File: config.mk
export PLATFORM = sky130hd
export DESIGN_NAME = dpi_top
export DESIGN_NICKNAME = d
export VERILOG_FILES = /design/src/dpi_pattern_unit.v /design/src/dpi_top.v
export VERILOG_INCLUDE_DIRS = /design/src
export SDC_FILE = /design/constraint.sdc
export NUM_CORES = 1
export LEC_CHECK = 0
export BUFFER_PORTS_ARGS = -buffer_cell sky130_fd_sc_hd__clkbuf_2
export CORE_ASPECT_RATIO = 0.75
export CORE_MARGIN = 1
export CORE_UTILIZATION = 35
export DETAILED_ROUTE_END_ITERATION = 10
export GPL_TIMING_DRIVEN = 0
export HOLD_SLACK_MARGIN = 0.15
export MAX_ROUTING_LAYER = met4
export SYNTH_ARGS = -nofsm -noshare
export SYNTH_HDL_FRONTEND = slang
export SYNTH_SLANG_ARGS = --single-unit
File: constraint.sdc
create_clock -name I_CLK -period 9.6 [get_ports I_CLK]
set_input_delay 1.92 -clock I_CLK [delete_from_list [all_inputs] [get_ports I_CLK]]
set_output_delay 1.92 -clock I_CLK [all_outputs]
set_load 0.005 [all_outputs]
File: src/dpi_defines.vh
/*
  Register map, field positions, reset values and codes shared by the
  digital I/O block and its pattern unit.
  Assumes a 32-bit APB with 12-bit byte addresses; one word per register.
*/
`ifndef DPI_DEFINES_VH
`define DPI_DEFINES_VH

// ============================================================
// Register byte offsets
`define DPI_OFF_BD0_DATA   12'h000
`define DPI_OFF_BD1_DATA   12'h004
`define DPI_OFF_OUT0_DATA  12'h008
`define DPI_OFF_OUT1_DATA  12'h00c
`define DPI_OFF_IN0_DATA   12'h010
`define DPI_OFF_IN1_DATA   12'h014
`define DPI_OFF_DIR        12'h018
`define DPI_OFF_BIT        12'h01c
`define DPI_OFF_PAT0_CFG   12'h020
`define DPI_OFF_PAT0_REF   12'h024
`define DPI_OFF_PAT1_CFG   12'h030
`define DPI_OFF_PAT1_REF   12'h034
`define DPI_OFF_IRQ_STAT   12'h040
`define DPI_OFF_IRQ_MASK   12'h044

// ============================================================
// Field positions
`define DPI_CFG_EN         0
`define DPI_CFG_SRC        1
`define DPI_BIT_VAL        0
`define DPI_BIT_IDX_LSB    4
`define DPI_BIT_PORT_LSB   8
`define DPI_BIT_PORT_MSB   10
`define DPI_BIT_WE         12
`define DPI_IRQ_PAT_LSB    0
`define DPI_IRQ_OVL_LSB    4

// ============================================================
// Codes
`define DPI_SRC_MATCH      1'b0
`define DPI_SRC_CHANGE     1'b1
`define DPI_PORT_LAST      3'h5

// ============================================================
// Reset values
`define DPI_RST_BYTE       8'h00
`define DPI_RST_WORD       32'h0000_0000
`define DPI_RST_DIR        16'h0000
`define DPI_RST_CFG        4'h0

`endif

File: src/dpi_pattern_unit.v
/*
  Pattern recognition for one 8-bit input-only port: match against a
  reference value, or toggle detection on the bits the reference masks.
  Assumes i_data is already synchronised to i_clk.
*/
`timescale 1ns/10ps
`include "dpi_defines.vh"

module dpi_pattern_unit
(
  input  wire       i_clk,
  input  wire       i_rst,
  input  wire       i_enable,
  input  wire       i_source,
  input  wire [7:0] i_reference,
  input  wire [7:0] i_data,
  output reg        o_event
);

  // ============================================================
  // Compare logic
  reg  [7:0] prev_q;
  reg        match_q;
  wire       match_now;
  wire       toggled;
  wire       is_match_mode;

  assign is_match_mode = (i_source == `DPI_SRC_MATCH);
  // Equality with the reference value
  assign match_now = (i_data == i_reference);
  // Only bits whose reference bit is one may report a toggle
  assign toggled = |((i_data ^ prev_q) & i_reference);

  // ============================================================
  // Event generation
  // match_q is cleared while disabled, so enabling on a standing match
  // counts as entry and fires once.
  always @(posedge i_clk or posedge i_rst)
  begin
    if (i_rst)
    begin
      prev_q  <= `DPI_RST_BYTE;
      match_q <= 1'b0;
      o_event <= 1'b0;
    end
    else
    begin
      prev_q  <= i_data;
      match_q <= i_enable && is_match_mode && match_now;
      if (!i_enable)
        o_event <= 1'b0;
      else if (is_match_mode)
        o_event <= match_now && !match_q;
      else
        o_event <= toggled;
    end
  end

endmodule

File: src/dpi_top.v
/*
  Digital I/O block: two bidirectional 8-bit ports, two input-only and
  two output-only 8-bit ports, pattern interrupts on the input-only
  ports and overload interrupts on the output-only ports, on APB.
  Assumes pins and overload flags are asynchronous to I_CLK; a bidir
  pin is driven only while its output enable is high.
*/
// Our own choices: the placing of the registers and the APB register port.
// Overview of operation
// - Each bidirectional port has a software direction bit; fixed ports have none.
// - Reset puts every bidirectional port into input, nothing driven.
// - Reading a port set as output returns the value being driven.
// - Ports can be read and written as a whole byte or as one bit.
// - Pattern interrupts exist only on the input-only ports.
// - Match mode interrupts when the port equals the reference register.
// - Change mode interrupts when any bit with mask one toggles either way.
// - Bits with mask zero are ignored; an all-ones mask watches every bit.
// - Each input port has its own enable, source select and reference.
// - Each output port raises its own interrupt on driver overload.
`timescale 1ns/10ps
`include "dpi_defines.vh"

module dpi_top
(
  input  wire        I_CLK,
  input  wire        I_SYS_RST,
  input  wire        I_PSEL,
  input  wire        I_PENABLE,
  input  wire        I_PWRITE,
  input  wire [11:0] I_PADDR,
  input  wire [31:0] I_PWDATA,
  output wire [31:0] O_PRDATA,
  output wire        O_PREADY,
  output wire        O_PSLVERR,
  input  wire [7:0]  I_BIDIR_PORT_FIRST,
  output wire [7:0]  O_BIDIR_PORT_FIRST,
  output wire [7:0]  O_BIDIR_PORT_FIRST_OE,
  input  wire [7:0]  I_BIDIR_PORT_SECOND,
  output wire [7:0]  O_BIDIR_PORT_SECOND,
  output wire [7:0]  O_BIDIR_PORT_SECOND_OE,
  input  wire [7:0]  I_ISO_INPUT_PORT_FIRST,
  input  wire [7:0]  I_ISO_INPUT_PORT_SECOND,
  output wire [7:0]  O_ISO_OUTPUT_PORT_FIRST,
  output wire [7:0]  O_ISO_OUTPUT_PORT_SECOND,
  input  wire [1:0]  I_OVERLOAD,
  output wire        O_IRQ
);

  // ============================================================
  // Declarations
  reg  [33:0] sync1_q;
  reg  [33:0] sync2_q;
  reg  [1:0]  ovl_prev_q;
  reg  [31:0] drv_q;
  reg  [31:0] drv_d;
  reg  [15:0] oe_q;
  reg  [2:0]  bit_port_q;
  reg  [2:0]  bit_idx_q;
  reg  [3:0]  pat_cfg_q;
  reg  [15:0] pat_ref_q;
  reg  [7:0]  stat_q;
  reg  [7:0]  stat_d;
  reg  [7:0]  mask_q;
  reg         irq_q;
  reg  [31:0] prdata_q;
  reg         pready_q;
  reg         pslverr_q;
  reg  [31:0] rd_d;
  reg         err_d;
  wire        wr_en;
  wire [7:0]  bd0_in;
  wire [7:0]  bd1_in;
  wire [15:0] iso_in;
  wire [1:0]  ovl_lvl;
  wire [1:0]  ovl_evt;
  wire [1:0]  pat_evt;
  wire [47:0] pv;
  wire        pv_bit;
  wire [7:0]  evt;
  wire [7:0]  clr;
  wire [1:0]  dir;

  // ============================================================
  // Pin synchronisers
  // Two stages per pin; only the second stage is read by logic.
  always @(posedge I_CLK or posedge I_SYS_RST)
  begin
    if (I_SYS_RST)
    begin
      sync1_q <= 34'h0;
      sync2_q <= 34'h0;
    end
    else
    begin
      sync1_q <= {I_OVERLOAD, I_ISO_INPUT_PORT_SECOND,
                  I_ISO_INPUT_PORT_FIRST, I_BIDIR_PORT_SECOND,
                  I_BIDIR_PORT_FIRST};
      sync2_q <= sync1_q;
    end
  end

  assign bd0_in  = sync2_q[7:0];
  assign bd1_in  = sync2_q[15:8];
  assign iso_in  = sync2_q[31:16];
  assign ovl_lvl = sync2_q[33:32];

  // ============================================================
  // Port views for reads
  // Direction lives in the replicated output enables.
  assign dir = {oe_q[8], oe_q[0]};
  // Output ports return what is driven, input ports the pin level
  assign pv = {iso_in,
               drv_q[31:16],
               (dir[1] ? drv_q[15:8] : bd1_in),
               (dir[0] ? drv_q[7:0] : bd0_in)};
  // Single bit view; codes above the last port read as zero
  assign pv_bit = (bit_port_q <= `DPI_PORT_LAST) ?
                  pv[{bit_port_q, bit_idx_q}] : 1'b0;

  // ============================================================
  // Pattern units, one per input-only port only
  genvar g;
  generate
    for (g = 0; g < 2; g = g + 1)
    begin : g_pat
      dpi_pattern_unit u_pat
      (
        .i_clk       (I_CLK),
        .i_rst       (I_SYS_RST),
        .i_enable    (pat_cfg_q[2*g+`DPI_CFG_EN]),
        .i_source    (pat_cfg_q[2*g+`DPI_CFG_SRC]),
        .i_reference (pat_ref_q[8*g+7:8*g]),
        .i_data      (iso_in[8*g+7:8*g]),
        .o_event     (pat_evt[g])
      );
    end
  endgenerate

  // ============================================================
  // Overload edge detect
  // An overload that stays asserted raises one event, not a stream.
  always @(posedge I_CLK or posedge I_SYS_RST)
  begin
    if (I_SYS_RST)
      ovl_prev_q <= 2'b00;
    else
      ovl_prev_q <= ovl_lvl;
  end

  assign ovl_evt = ovl_lvl & ~ovl_prev_q;

  // ============================================================
  // APB write strobe
  // Writes land only at the completing access edge.
  assign wr_en = I_PSEL && I_PENABLE && I_PWRITE && pready_q;

  // ============================================================
  // Output data next value: byte writes and bit writes
  always @*
  begin
    drv_d = drv_q;
    if (wr_en)
    begin
      case (I_PADDR)
        `DPI_OFF_BD0_DATA:  drv_d[7:0]   = I_PWDATA[7:0];
        `DPI_OFF_BD1_DATA:  drv_d[15:8]  = I_PWDATA[7:0];
        `DPI_OFF_OUT0_DATA: drv_d[23:16] = I_PWDATA[7:0];
        `DPI_OFF_OUT1_DATA: drv_d[31:24] = I_PWDATA[7:0];
        `DPI_OFF_BIT:
        begin
          // Bit writes to input-only codes are dropped
          if (I_PWDATA[`DPI_BIT_WE] && !I_PWDATA[`DPI_BIT_PORT_MSB])
            drv_d[{I_PWDATA[9:8], I_PWDATA[6:4]}] =
              I_PWDATA[`DPI_BIT_VAL];
        end
        default: drv_d = drv_q;
      endcase
    end
  end

  // ============================================================
  // Control registers
  always @(posedge I_CLK or posedge I_SYS_RST)
  begin
    if (I_SYS_RST)
    begin
      drv_q      <= `DPI_RST_WORD;
      oe_q       <= `DPI_RST_DIR;
      bit_port_q <= 3'h0;
      bit_idx_q  <= 3'h0;
      pat_cfg_q  <= `DPI_RST_CFG;
      pat_ref_q  <= 16'h0000;
      mask_q     <= `DPI_RST_BYTE;
    end
    else
    begin
      drv_q <= drv_d;
      if (wr_en)
      begin
        case (I_PADDR)
          `DPI_OFF_DIR:
            oe_q <= {{8{I_PWDATA[1]}}, {8{I_PWDATA[0]}}};
          `DPI_OFF_BIT:
          begin
            bit_port_q <= I_PWDATA[10:8];
            bit_idx_q  <= I_PWDATA[6:4];
          end
          `DPI_OFF_PAT0_CFG: pat_cfg_q[1:0]  <= I_PWDATA[1:0];
          `DPI_OFF_PAT0_REF: pat_ref_q[7:0]  <= I_PWDATA[7:0];
          `DPI_OFF_PAT1_CFG: pat_cfg_q[3:2]  <= I_PWDATA[1:0];
          `DPI_OFF_PAT1_REF: pat_ref_q[15:8] <= I_PWDATA[7:0];
          `DPI_OFF_IRQ_MASK: mask_q          <= I_PWDATA[7:0];
          default:           mask_q          <= mask_q;
        endcase
      end
    end
  end

  // ============================================================
  // Interrupt status, write one to clear
  assign evt = {2'b00, ovl_evt, 2'b00, pat_evt};
  assign clr = (wr_en && (I_PADDR == `DPI_OFF_IRQ_STAT)) ?
               I_PWDATA[7:0] : 8'h00;

  // A new event in the clearing cycle survives: set beats clear.
  always @*
  begin
    stat_d = (stat_q & ~clr) | evt;
  end

  // Output is registered, so it trails the status bit by one cycle.
  always @(posedge I_CLK or posedge I_SYS_RST)
  begin
    if (I_SYS_RST)
    begin
      stat_q <= `DPI_RST_BYTE;
      irq_q  <= 1'b0;
    end
    else
    begin
      stat_q <= stat_d;
      irq_q  <= |(stat_q & mask_q);
    end
  end

  // ============================================================
  // Read decode
  // Unmapped or unaligned addresses read zero and flag PSLVERR.
  always @*
  begin
    rd_d  = `DPI_RST_WORD;
    err_d = 1'b0;
    case (I_PADDR)
      `DPI_OFF_BD0_DATA:  rd_d = {24'h000000, pv[7:0]};
      `DPI_OFF_BD1_DATA:  rd_d = {24'h000000, pv[15:8]};
      `DPI_OFF_OUT0_DATA: rd_d = {24'h000000, pv[23:16]};
      `DPI_OFF_OUT1_DATA: rd_d = {24'h000000, pv[31:24]};
      `DPI_OFF_IN0_DATA:  rd_d = {24'h000000, pv[39:32]};
      `DPI_OFF_IN1_DATA:  rd_d = {24'h000000, pv[47:40]};
      `DPI_OFF_DIR:       rd_d = {30'h0, dir};
      `DPI_OFF_BIT:
        rd_d = {15'h0, pv_bit, 5'h00, bit_port_q, 1'b0,
                bit_idx_q, 4'h0};
      `DPI_OFF_PAT0_CFG:  rd_d = {30'h0, pat_cfg_q[1:0]};
      `DPI_OFF_PAT0_REF:  rd_d = {24'h000000, pat_ref_q[7:0]};
      `DPI_OFF_PAT1_CFG:  rd_d = {30'h0, pat_cfg_q[3:2]};
      `DPI_OFF_PAT1_REF:  rd_d = {24'h000000, pat_ref_q[15:8]};
      `DPI_OFF_IRQ_STAT:  rd_d = {24'h000000, stat_q};
      `DPI_OFF_IRQ_MASK:  rd_d = {24'h000000, mask_q};
      default:            err_d = 1'b1;
    endcase
  end

  // ============================================================
  // APB answer
  // One wait-free access phase: ready rises at the edge ending setup,
  // so every transfer takes exactly setup plus one access cycle.
  always @(posedge I_CLK or posedge I_SYS_RST)
  begin
    if (I_SYS_RST)
    begin
      pready_q  <= 1'b0;
      pslverr_q <= 1'b0;
      prdata_q  <= `DPI_RST_WORD;
    end
    else
    begin
      pready_q <= I_PSEL && !I_PENABLE;
      if (I_PSEL && !I_PENABLE)
      begin
        pslverr_q <= err_d;
        prdata_q  <= I_PWRITE ? `DPI_RST_WORD : rd_d;
      end
      else
      begin
        pslverr_q <= 1'b0;
        prdata_q  <= `DPI_RST_WORD;
      end
    end
  end

  // ============================================================
  // Outputs, all straight from flip-flops
  assign O_PRDATA                 = prdata_q;
  assign O_PREADY                 = pready_q;
  assign O_PSLVERR                = pslverr_q;
  assign O_BIDIR_PORT_FIRST       = drv_q[7:0];
  assign O_BIDIR_PORT_FIRST_OE    = oe_q[7:0];
  assign O_BIDIR_PORT_SECOND      = drv_q[15:8];
  assign O_BIDIR_PORT_SECOND_OE   = oe_q[15:8];
  assign O_ISO_OUTPUT_PORT_FIRST  = drv_q[23:16];
  assign O_ISO_OUTPUT_PORT_SECOND = drv_q[31:24];
  assign O_IRQ                    = irq_q;

endmodule

==> metrics, run 1 <==
status=finished clean; DP Cell Count=1,221; Nets=992; worst-path cell chain=clkbuf_2 > clkbuf_1 > nor4b_2 > nand3_2 > buf_2 > o21ai_1 > mux2_1; total grt overflow=0; Mean Syn Cell Area=11.7 um2; initial antenna violation count=2; Min-Delay Path Class=reg2reg; worst rel slew slack=0.231; CTS tree=built; PostCTS Resize Cnt=0; CP max stage cell=nor4b_2; placeable core area=0.0242 mm2; H-tree Lvls=4; worst slew pin tran=1.15 ns; largest cells by area after synthesis=dfrtp_1, mux2_2, mux2_1, mux2i_1, buf_4; startpoint types=primary input; CTS hold repair buffers=0; cell family with most CP delay=simple AND/OR/NAND/NOR gates; Max stage delay on crit path=0.82 ns; Num Clock Sinks=181; setup TNS=0 ns; Pleak=0.00492 uW; Max Clk Rate=0.233 GHz; largest net degree at the start of global routing=130; Synth Cell Area=just under 0.009 mm2; Worst Path Max Fanout=10; CP arrival=4.63 ns; detailed placement HPWL=about 20 mm; Root Driver=clkbuf_16; Hold WS=0.349 ns; starting density of the core=0.361; TritonRoute pass-1 iters=5; PortBufs=125; post-synth top area cell=dfrtp_1; die span in x=184 um; Power Density=151 mW/mm2; # Max-Cap Violations=0; crit share post-route=0.448; unrepaired setup endpoints after global routing=false; 1st-iter DRT viols=roughly 650; Tmin final=4.30 ns; Site Rows=49; Die Y-Extent=roughly 140 um; Max VDD drop=around 0.00012 V; flop and latch count out of synthesis=181; Post-synth EDFFs=0; count leader, synth=dfrtp_1; Clk pin slew, worst setup/hold paths=roughly 0.07 ns; Synth warnings=0; most frequent cells after synthesis=dfrtp_1, nor2_1, a21oi_1; final wirelength=between 20 and 30 mm; Layout area overhead=19.5%; IO Pins=about 170; share of cells above drive strength 1=0.305; average wire per standard cell=~21 um; post-synth cell types=73; final setup fails=0; Vias=6,628; Critical Path RT=9.93 ns; Crit Path Category=in2reg; DIE AREA=between 0.02 and 0.03 mm2; Fin. Hold Viols=0; pre-CTS WS=5.02 ns; ys flop type=dfrtp_1; fraction of registers with async set or reset after synthesis=1.00; worst-skew pair later-pin latency=0.45 ns; gpl congestion=0.962; Post-CTS Setup Inserts=0; total track usage=0.227; Routed Antenna Nets=0; Gate Count Post-Synth=745; first-pass GRT wire length=41.1 mm; fin worst setup slack=5.30 ns; Num CTS Buffers=17; sequential share of the synthesized area=0.518; DRC Markers=0; Fin Clk Skew=0.0103 ns; Final Slew Violations=0; CP bufs+invs=3; vias in the first global route=6,637; crit path capture type=flop; Finished Layout Cells=1,253; CTS Buffer Depth=2; share of the synthesized area in the top cell type=0.518; vias per inst=5.29
-- worst paths after layout --
| kind | slack (ns) | end | cells after the start | startpoint |
|---|---|---|---|---|
| worst max-delay path | 5.30 | drv_q[8] | 7 | I_PADDR[6] |
| worst min-delay path | 0.35 | sync2_q[6] | 0 | sync1_q[6] |
| worst max register to register | 7.10 | O_PRDATA[16] | 6 | oe_q[8] |
| worst min register to register | 0.35 | sync2_q[6] | 0 | sync1_q[6] |
| max in group asynchronous | 7.18 | O_PRDATA[10] | 3 | I_SYS_RST |
| min in group asynchronous | 1.48 | sync1_q[23] | 2 | I_SYS_RST |
-- layout make-up --
| class | count | area, um2 |
|---|---|---|
| Antenna cell | 1 | 2.50 |
| Inverter | 7 | 33.8 |
| Multi-Input combinational cell | 505 | 3830 |
| Clock buffer | 17 | 425 |
| Sequential cell | 181 | 4530 |
| Timing Repair Buffer | 126 | 653 |
| Fill cell | 2303 | 13800 |
| Buffer | 71 | 418 |
| Tap cell | 331 | 414 |
| Clock inverter | 14 | 134 |
-- per-stage QoR --
stage / power (uW) / instance area (um2) / util
2_1_floorplan: 866 / 8810 / -
3_3_place_gp: 913 / 9850 / 0.407
3_5_place_dp: 915 / 9880 / 0.408
4_1_cts: 1600 / 10400 / 0.431
5_1_grt: 1640 / 10400 / 0.431
6_report: 1580 / 10400 / 0.431
-- worst register-to-register path, delay by kind of cell (launching register included) --
| kind | cells | cell delay (ns) |
|---|---|---|
| mux | 3 | 1.20 |
| simple gates | 1 | 0.09 |
| compound gates | 1 | 0.10 |
| flops | 1 | 0.55 |
| buf+inv | 1 | 0.41 |
-- flip-flops by register name (all words and copies together), names as in the netlist, 3 cells and up --
register,count
sync1_q,34
sync2_q,34
drv_q,32
g_pat.u_pat.prev_q,16
pat_ref_q,16
O_PRDATA,12
mask_q,8
stat_q,8
pat_cfg_q,4
bit_idx_q,3
bit_port_q,3
-- layout by cell type (no fill, tap or decap), types with 5 or more instances in the layout --
| master | n |
|---|---|
| nand2b_1 | 8 |
| mux2i_1 | 33 |
| mux2_2 | 40 |
| clkbuf_16 | 17 |
| nand4_1 | 5 |
| a22o_1 | 5 |
| clkbuf_2 | 126 |
| and2_1 | 7 |
| a22oi_1 | 13 |
| a31oi_1 | 9 |
| buf_2 | 9 |
| nand2_1 | 38 |
| mux2_1 | 34 |
| o21ai_0 | 39 |
| nor3_1 | 9 |
| or3_1 | 6 |
| dfrtp_1 | 181 |
| buf_4 | 37 |
| clkbuf_1 | 23 |
| nand3_1 | 11 |
| a21oi_1 | 42 |
| inv_1 | 5 |
| inv_8 | 6 |
| nor2b_1 | 5 |
| mux4_2 | 11 |
| nor2_1 | 46 |
| a221oi_1 | 5 |
| xor2_1 | 30 |
| conb_1 | 20 |
-- per-layer routing --
metal,track usage,vias up,wire [um]
met5,-,-,0
met4,0.0575,0,367
met3,0.0754,31,2810
met2,0.288,320,10600
met1,0.338,3262,13100
li1,-,3015,-
-- power breakdown --
| part | switching [uW] | internal (uW) | total [uW] |
|---|---|---|---|
| clock network | 334 | 343 | 677 |
| registers | 13.6 | 781 | 794 |
| logic | 68.9 | 38.3 | 107 |
-- cell families (layout without fill, tap and decap cells) --
family	Yosys count	in the layout	synth area share
xor+xnor	32	32	0.0321
flops	181	181	0.518
compound gates	155	155	0.115
simple gates	180	180	0.121
buf+inv	78	235	0.0508
mux	118	118	0.162
other cells	1	21	0.000429
Note: power is estimated with default switching activity, not from simulation.
==> inputs of run 2 (changes only) <==
Clock period 9.6 ns to 3.8 ns, I/O delays scaled along.
==> run 2 against run 1 <==
Critical endpoint unchanged. Largest power group unchanged. Clock power increased to 2.5 times the previous value. Worst hold slack lost 0.044 ns. Die area is the same.
==> metrics, run 2 (synthesized netlist as in run 1, its figures left out) <==
commonest non-fill, non-tap cell in the layout=dfrtp_1; IO Pins=166 (unchanged); worst-skew pair later-pin latency=0.45 ns (about the same); average wire per standard cell=21.2 um (-1.1%); Max VDD drop=0.000314 V (+160%); Power Total=3990 uW (+150%); initial antenna violation count=2 (unchanged); Root Driver=clkbuf_16; status=finished clean; Layout area overhead=20.4%; crit share post-route=0.782; final wirelength=26.6 mm (-0.82%); Crit Path Category=in2reg; wire length on met2=10.8 mm (+1.6%); PortBufs=125 (unchanged); Max Clk Rate=0.337 GHz; DRC Markers=0 (unchanged); CTS hold repair buffers=0 (unchanged); Critical Path Source=I_PADDR[6]; WL met1=12.8 mm (-2.0%); starting density of the core=0.361 (unchanged); Critical Path RT=4.12 ns (-5.81 ns); Tmin final=2.97 ns; largest net degree at the start of global routing=43 (-67%); detailed placement HPWL=20.5 mm (+0.65%); 1st-iter DRT viols=608 (-5.7%); worst rel slew slack=0.249 (+0.0183); unrepaired setup endpoints after global routing=false; die span in x=184 um (unchanged); worst slew pin tran=1.12 ns (-0.0274 ns); # Max-Cap Violations=0 (unchanged); Num Clock Sinks=181 (unchanged); H-tree Lvls=4 (unchanged); PostCTS Resize Cnt=0 (unchanged); startpoint types=primary input; Worst Reg2Reg Path Length in Cells=6 (unchanged); vias per inst=5.36 (+1.4%); uppermost routed layer=met4; share of cells above drive strength 1=0.308 (+0.00300); CTS tree=built; TritonRoute pass-1 iters=5 (unchanged); Pleak=0.00495 uW (+0.53%); Top Registers=sync1_q (34), sync2_q (34), drv_q (32); commonest non-fill, non-tap cells in the layout=dfrtp_1, clkbuf_2, nor2_1, a21oi_1, mux2_2; DIE AREA=0.0256 mm2 (unchanged); Vias=6,743 (+1.7%); Min-Delay Path Class=in2async; Routed Antenna Nets=0 (unchanged); Layout fillers=2,305 (+0.087%); Die Y-Extent=139 um (unchanged); Worst Path Max Fanout=10 (unchanged); Clk pin slew, worst setup/hold paths=0.07 ns (about the same); Power Density=379 mW/mm2 (+150%); Post-CTS Setup Inserts=0 (unchanged); Num CTS Buffers=17 (unchanged); Site Rows=49 (unchanged); R2R Setup Slk=1.20 ns (-5.90 ns); gpl congestion=0.965 (+0.34%); endpoint of the worst register-to-register path=O_PRDATA[16]; crit path capture=drv_q[8]; first-pass GRT wire length=40.5 mm (-1.6%); placeable core area=0.0242 mm2 (unchanged); final setup fails=0 (unchanged); vias in the first global route=6,382 (-3.8%); total track usage=0.223 (-0.00398); metal3 WL=2.74 mm (-2.6%); Nets=996 (+0.40%); pre-CTS WS=0.448 ns (-4.57 ns); final core utilization=0.434 (+0.00310); Reg2Reg Launch Point=bit_idx_q[1]; crit path capture type=flop; Fin. Hold Viols=0 (unchanged); Fin Clk Skew=0.0118 ns (+0.00152 ns); CP arrival=3.29 ns (-1.34 ns); total grt overflow=0 (unchanged); fin worst setup slack=0.830 ns (-4.47 ns); Final Slew Violations=0 (unchanged); CTS Buffer Depth=2 (unchanged)
[run 2: cell types whose count changed in the layout (fill, tap and decap cells not counted)]
| cell | previous run | this run |
|---|---|---|
| inv_8 | 6 | 5 |
| buf_12 | 0 | 5 |
| clkinv_8 | 0 | 1 |
| inv_6 | 4 | 1 |
| clkinvlp_4 | 1 | 3 |
| clkinv_4 | 4 | 5 |
| buf_16 | 1 | 0 |
[run 2: stage by stage]
stage | cell area (um2) | cells | hold WS [ns] | TNS [ns]
floorplan | 8810 | 764 | 0.331 | 0
global placement | 9850 | 1220 | 0.332 | -75.79
detailed placement | 9950 | 1225 | 0.335 | 0
CTS | 10500 | 1256 | 0.291 | 0
global route | 10500 | 1257 | 0.328 | 0
finish | 10500 | 1257 | 0.306 | 0
[run 2: where the power goes]
part	switching, uW	internal (uW)	leakage (uW)	total [uW]
combinational	176	104	0.00236	280
clock	840	866	0.000272	1710
sequential	33.8	1970	0.00232	2010
[run 2: how the worst min path moves through the flow]
stage	depth (start not counted)	end	startpoint
3_3_place_gp	0	sync2_q[9]	sync1_q[9]
2_1_floorplan	0	sync2_q[0]	sync1_q[0]
4_1_cts	2	sync1_q[32]	I_SYS_RST
3_5_place_dp	0	sync2_q[13]	sync1_q[13]
6_report	2	sync2_q[32]	I_SYS_RST
5_1_grt	2	sync2_q[14]	I_SYS_RST
[run 2: routing by layer]
layer | vias to the layer above | GRT usage
met1 | 3377 | 0.335
met5 | - | -
met3 | 25 | 0.0664
li1 | 3006 | -
met4 | 0 | 0.0579
met2 | 335 | 0.284
[run 2: layout make-up]
type                            count  area [um2]  area share
Sequential cell                   181        4530       0.431
Multi-Input combinational cell    505        3830       0.365
Timing Repair Buffer              130         726      0.0690
Clock buffer                       17         425      0.0404
Buffer                             71         418      0.0397
Tap cell                          331         414      0.0394
Clock inverter                     14         140      0.0133
Inverter                            7        30.0     0.00285
Antenna cell                        1        2.50    0.000238
[run 2: critical path: stages]
cell and delay [ns]:
clkbuf_2 0.12, clkbuf_1 0.22, nor4b_2 0.74, nand3_2 0.33
buf_2 0.34, o21ai_1 0.40, mux2_1 0.37
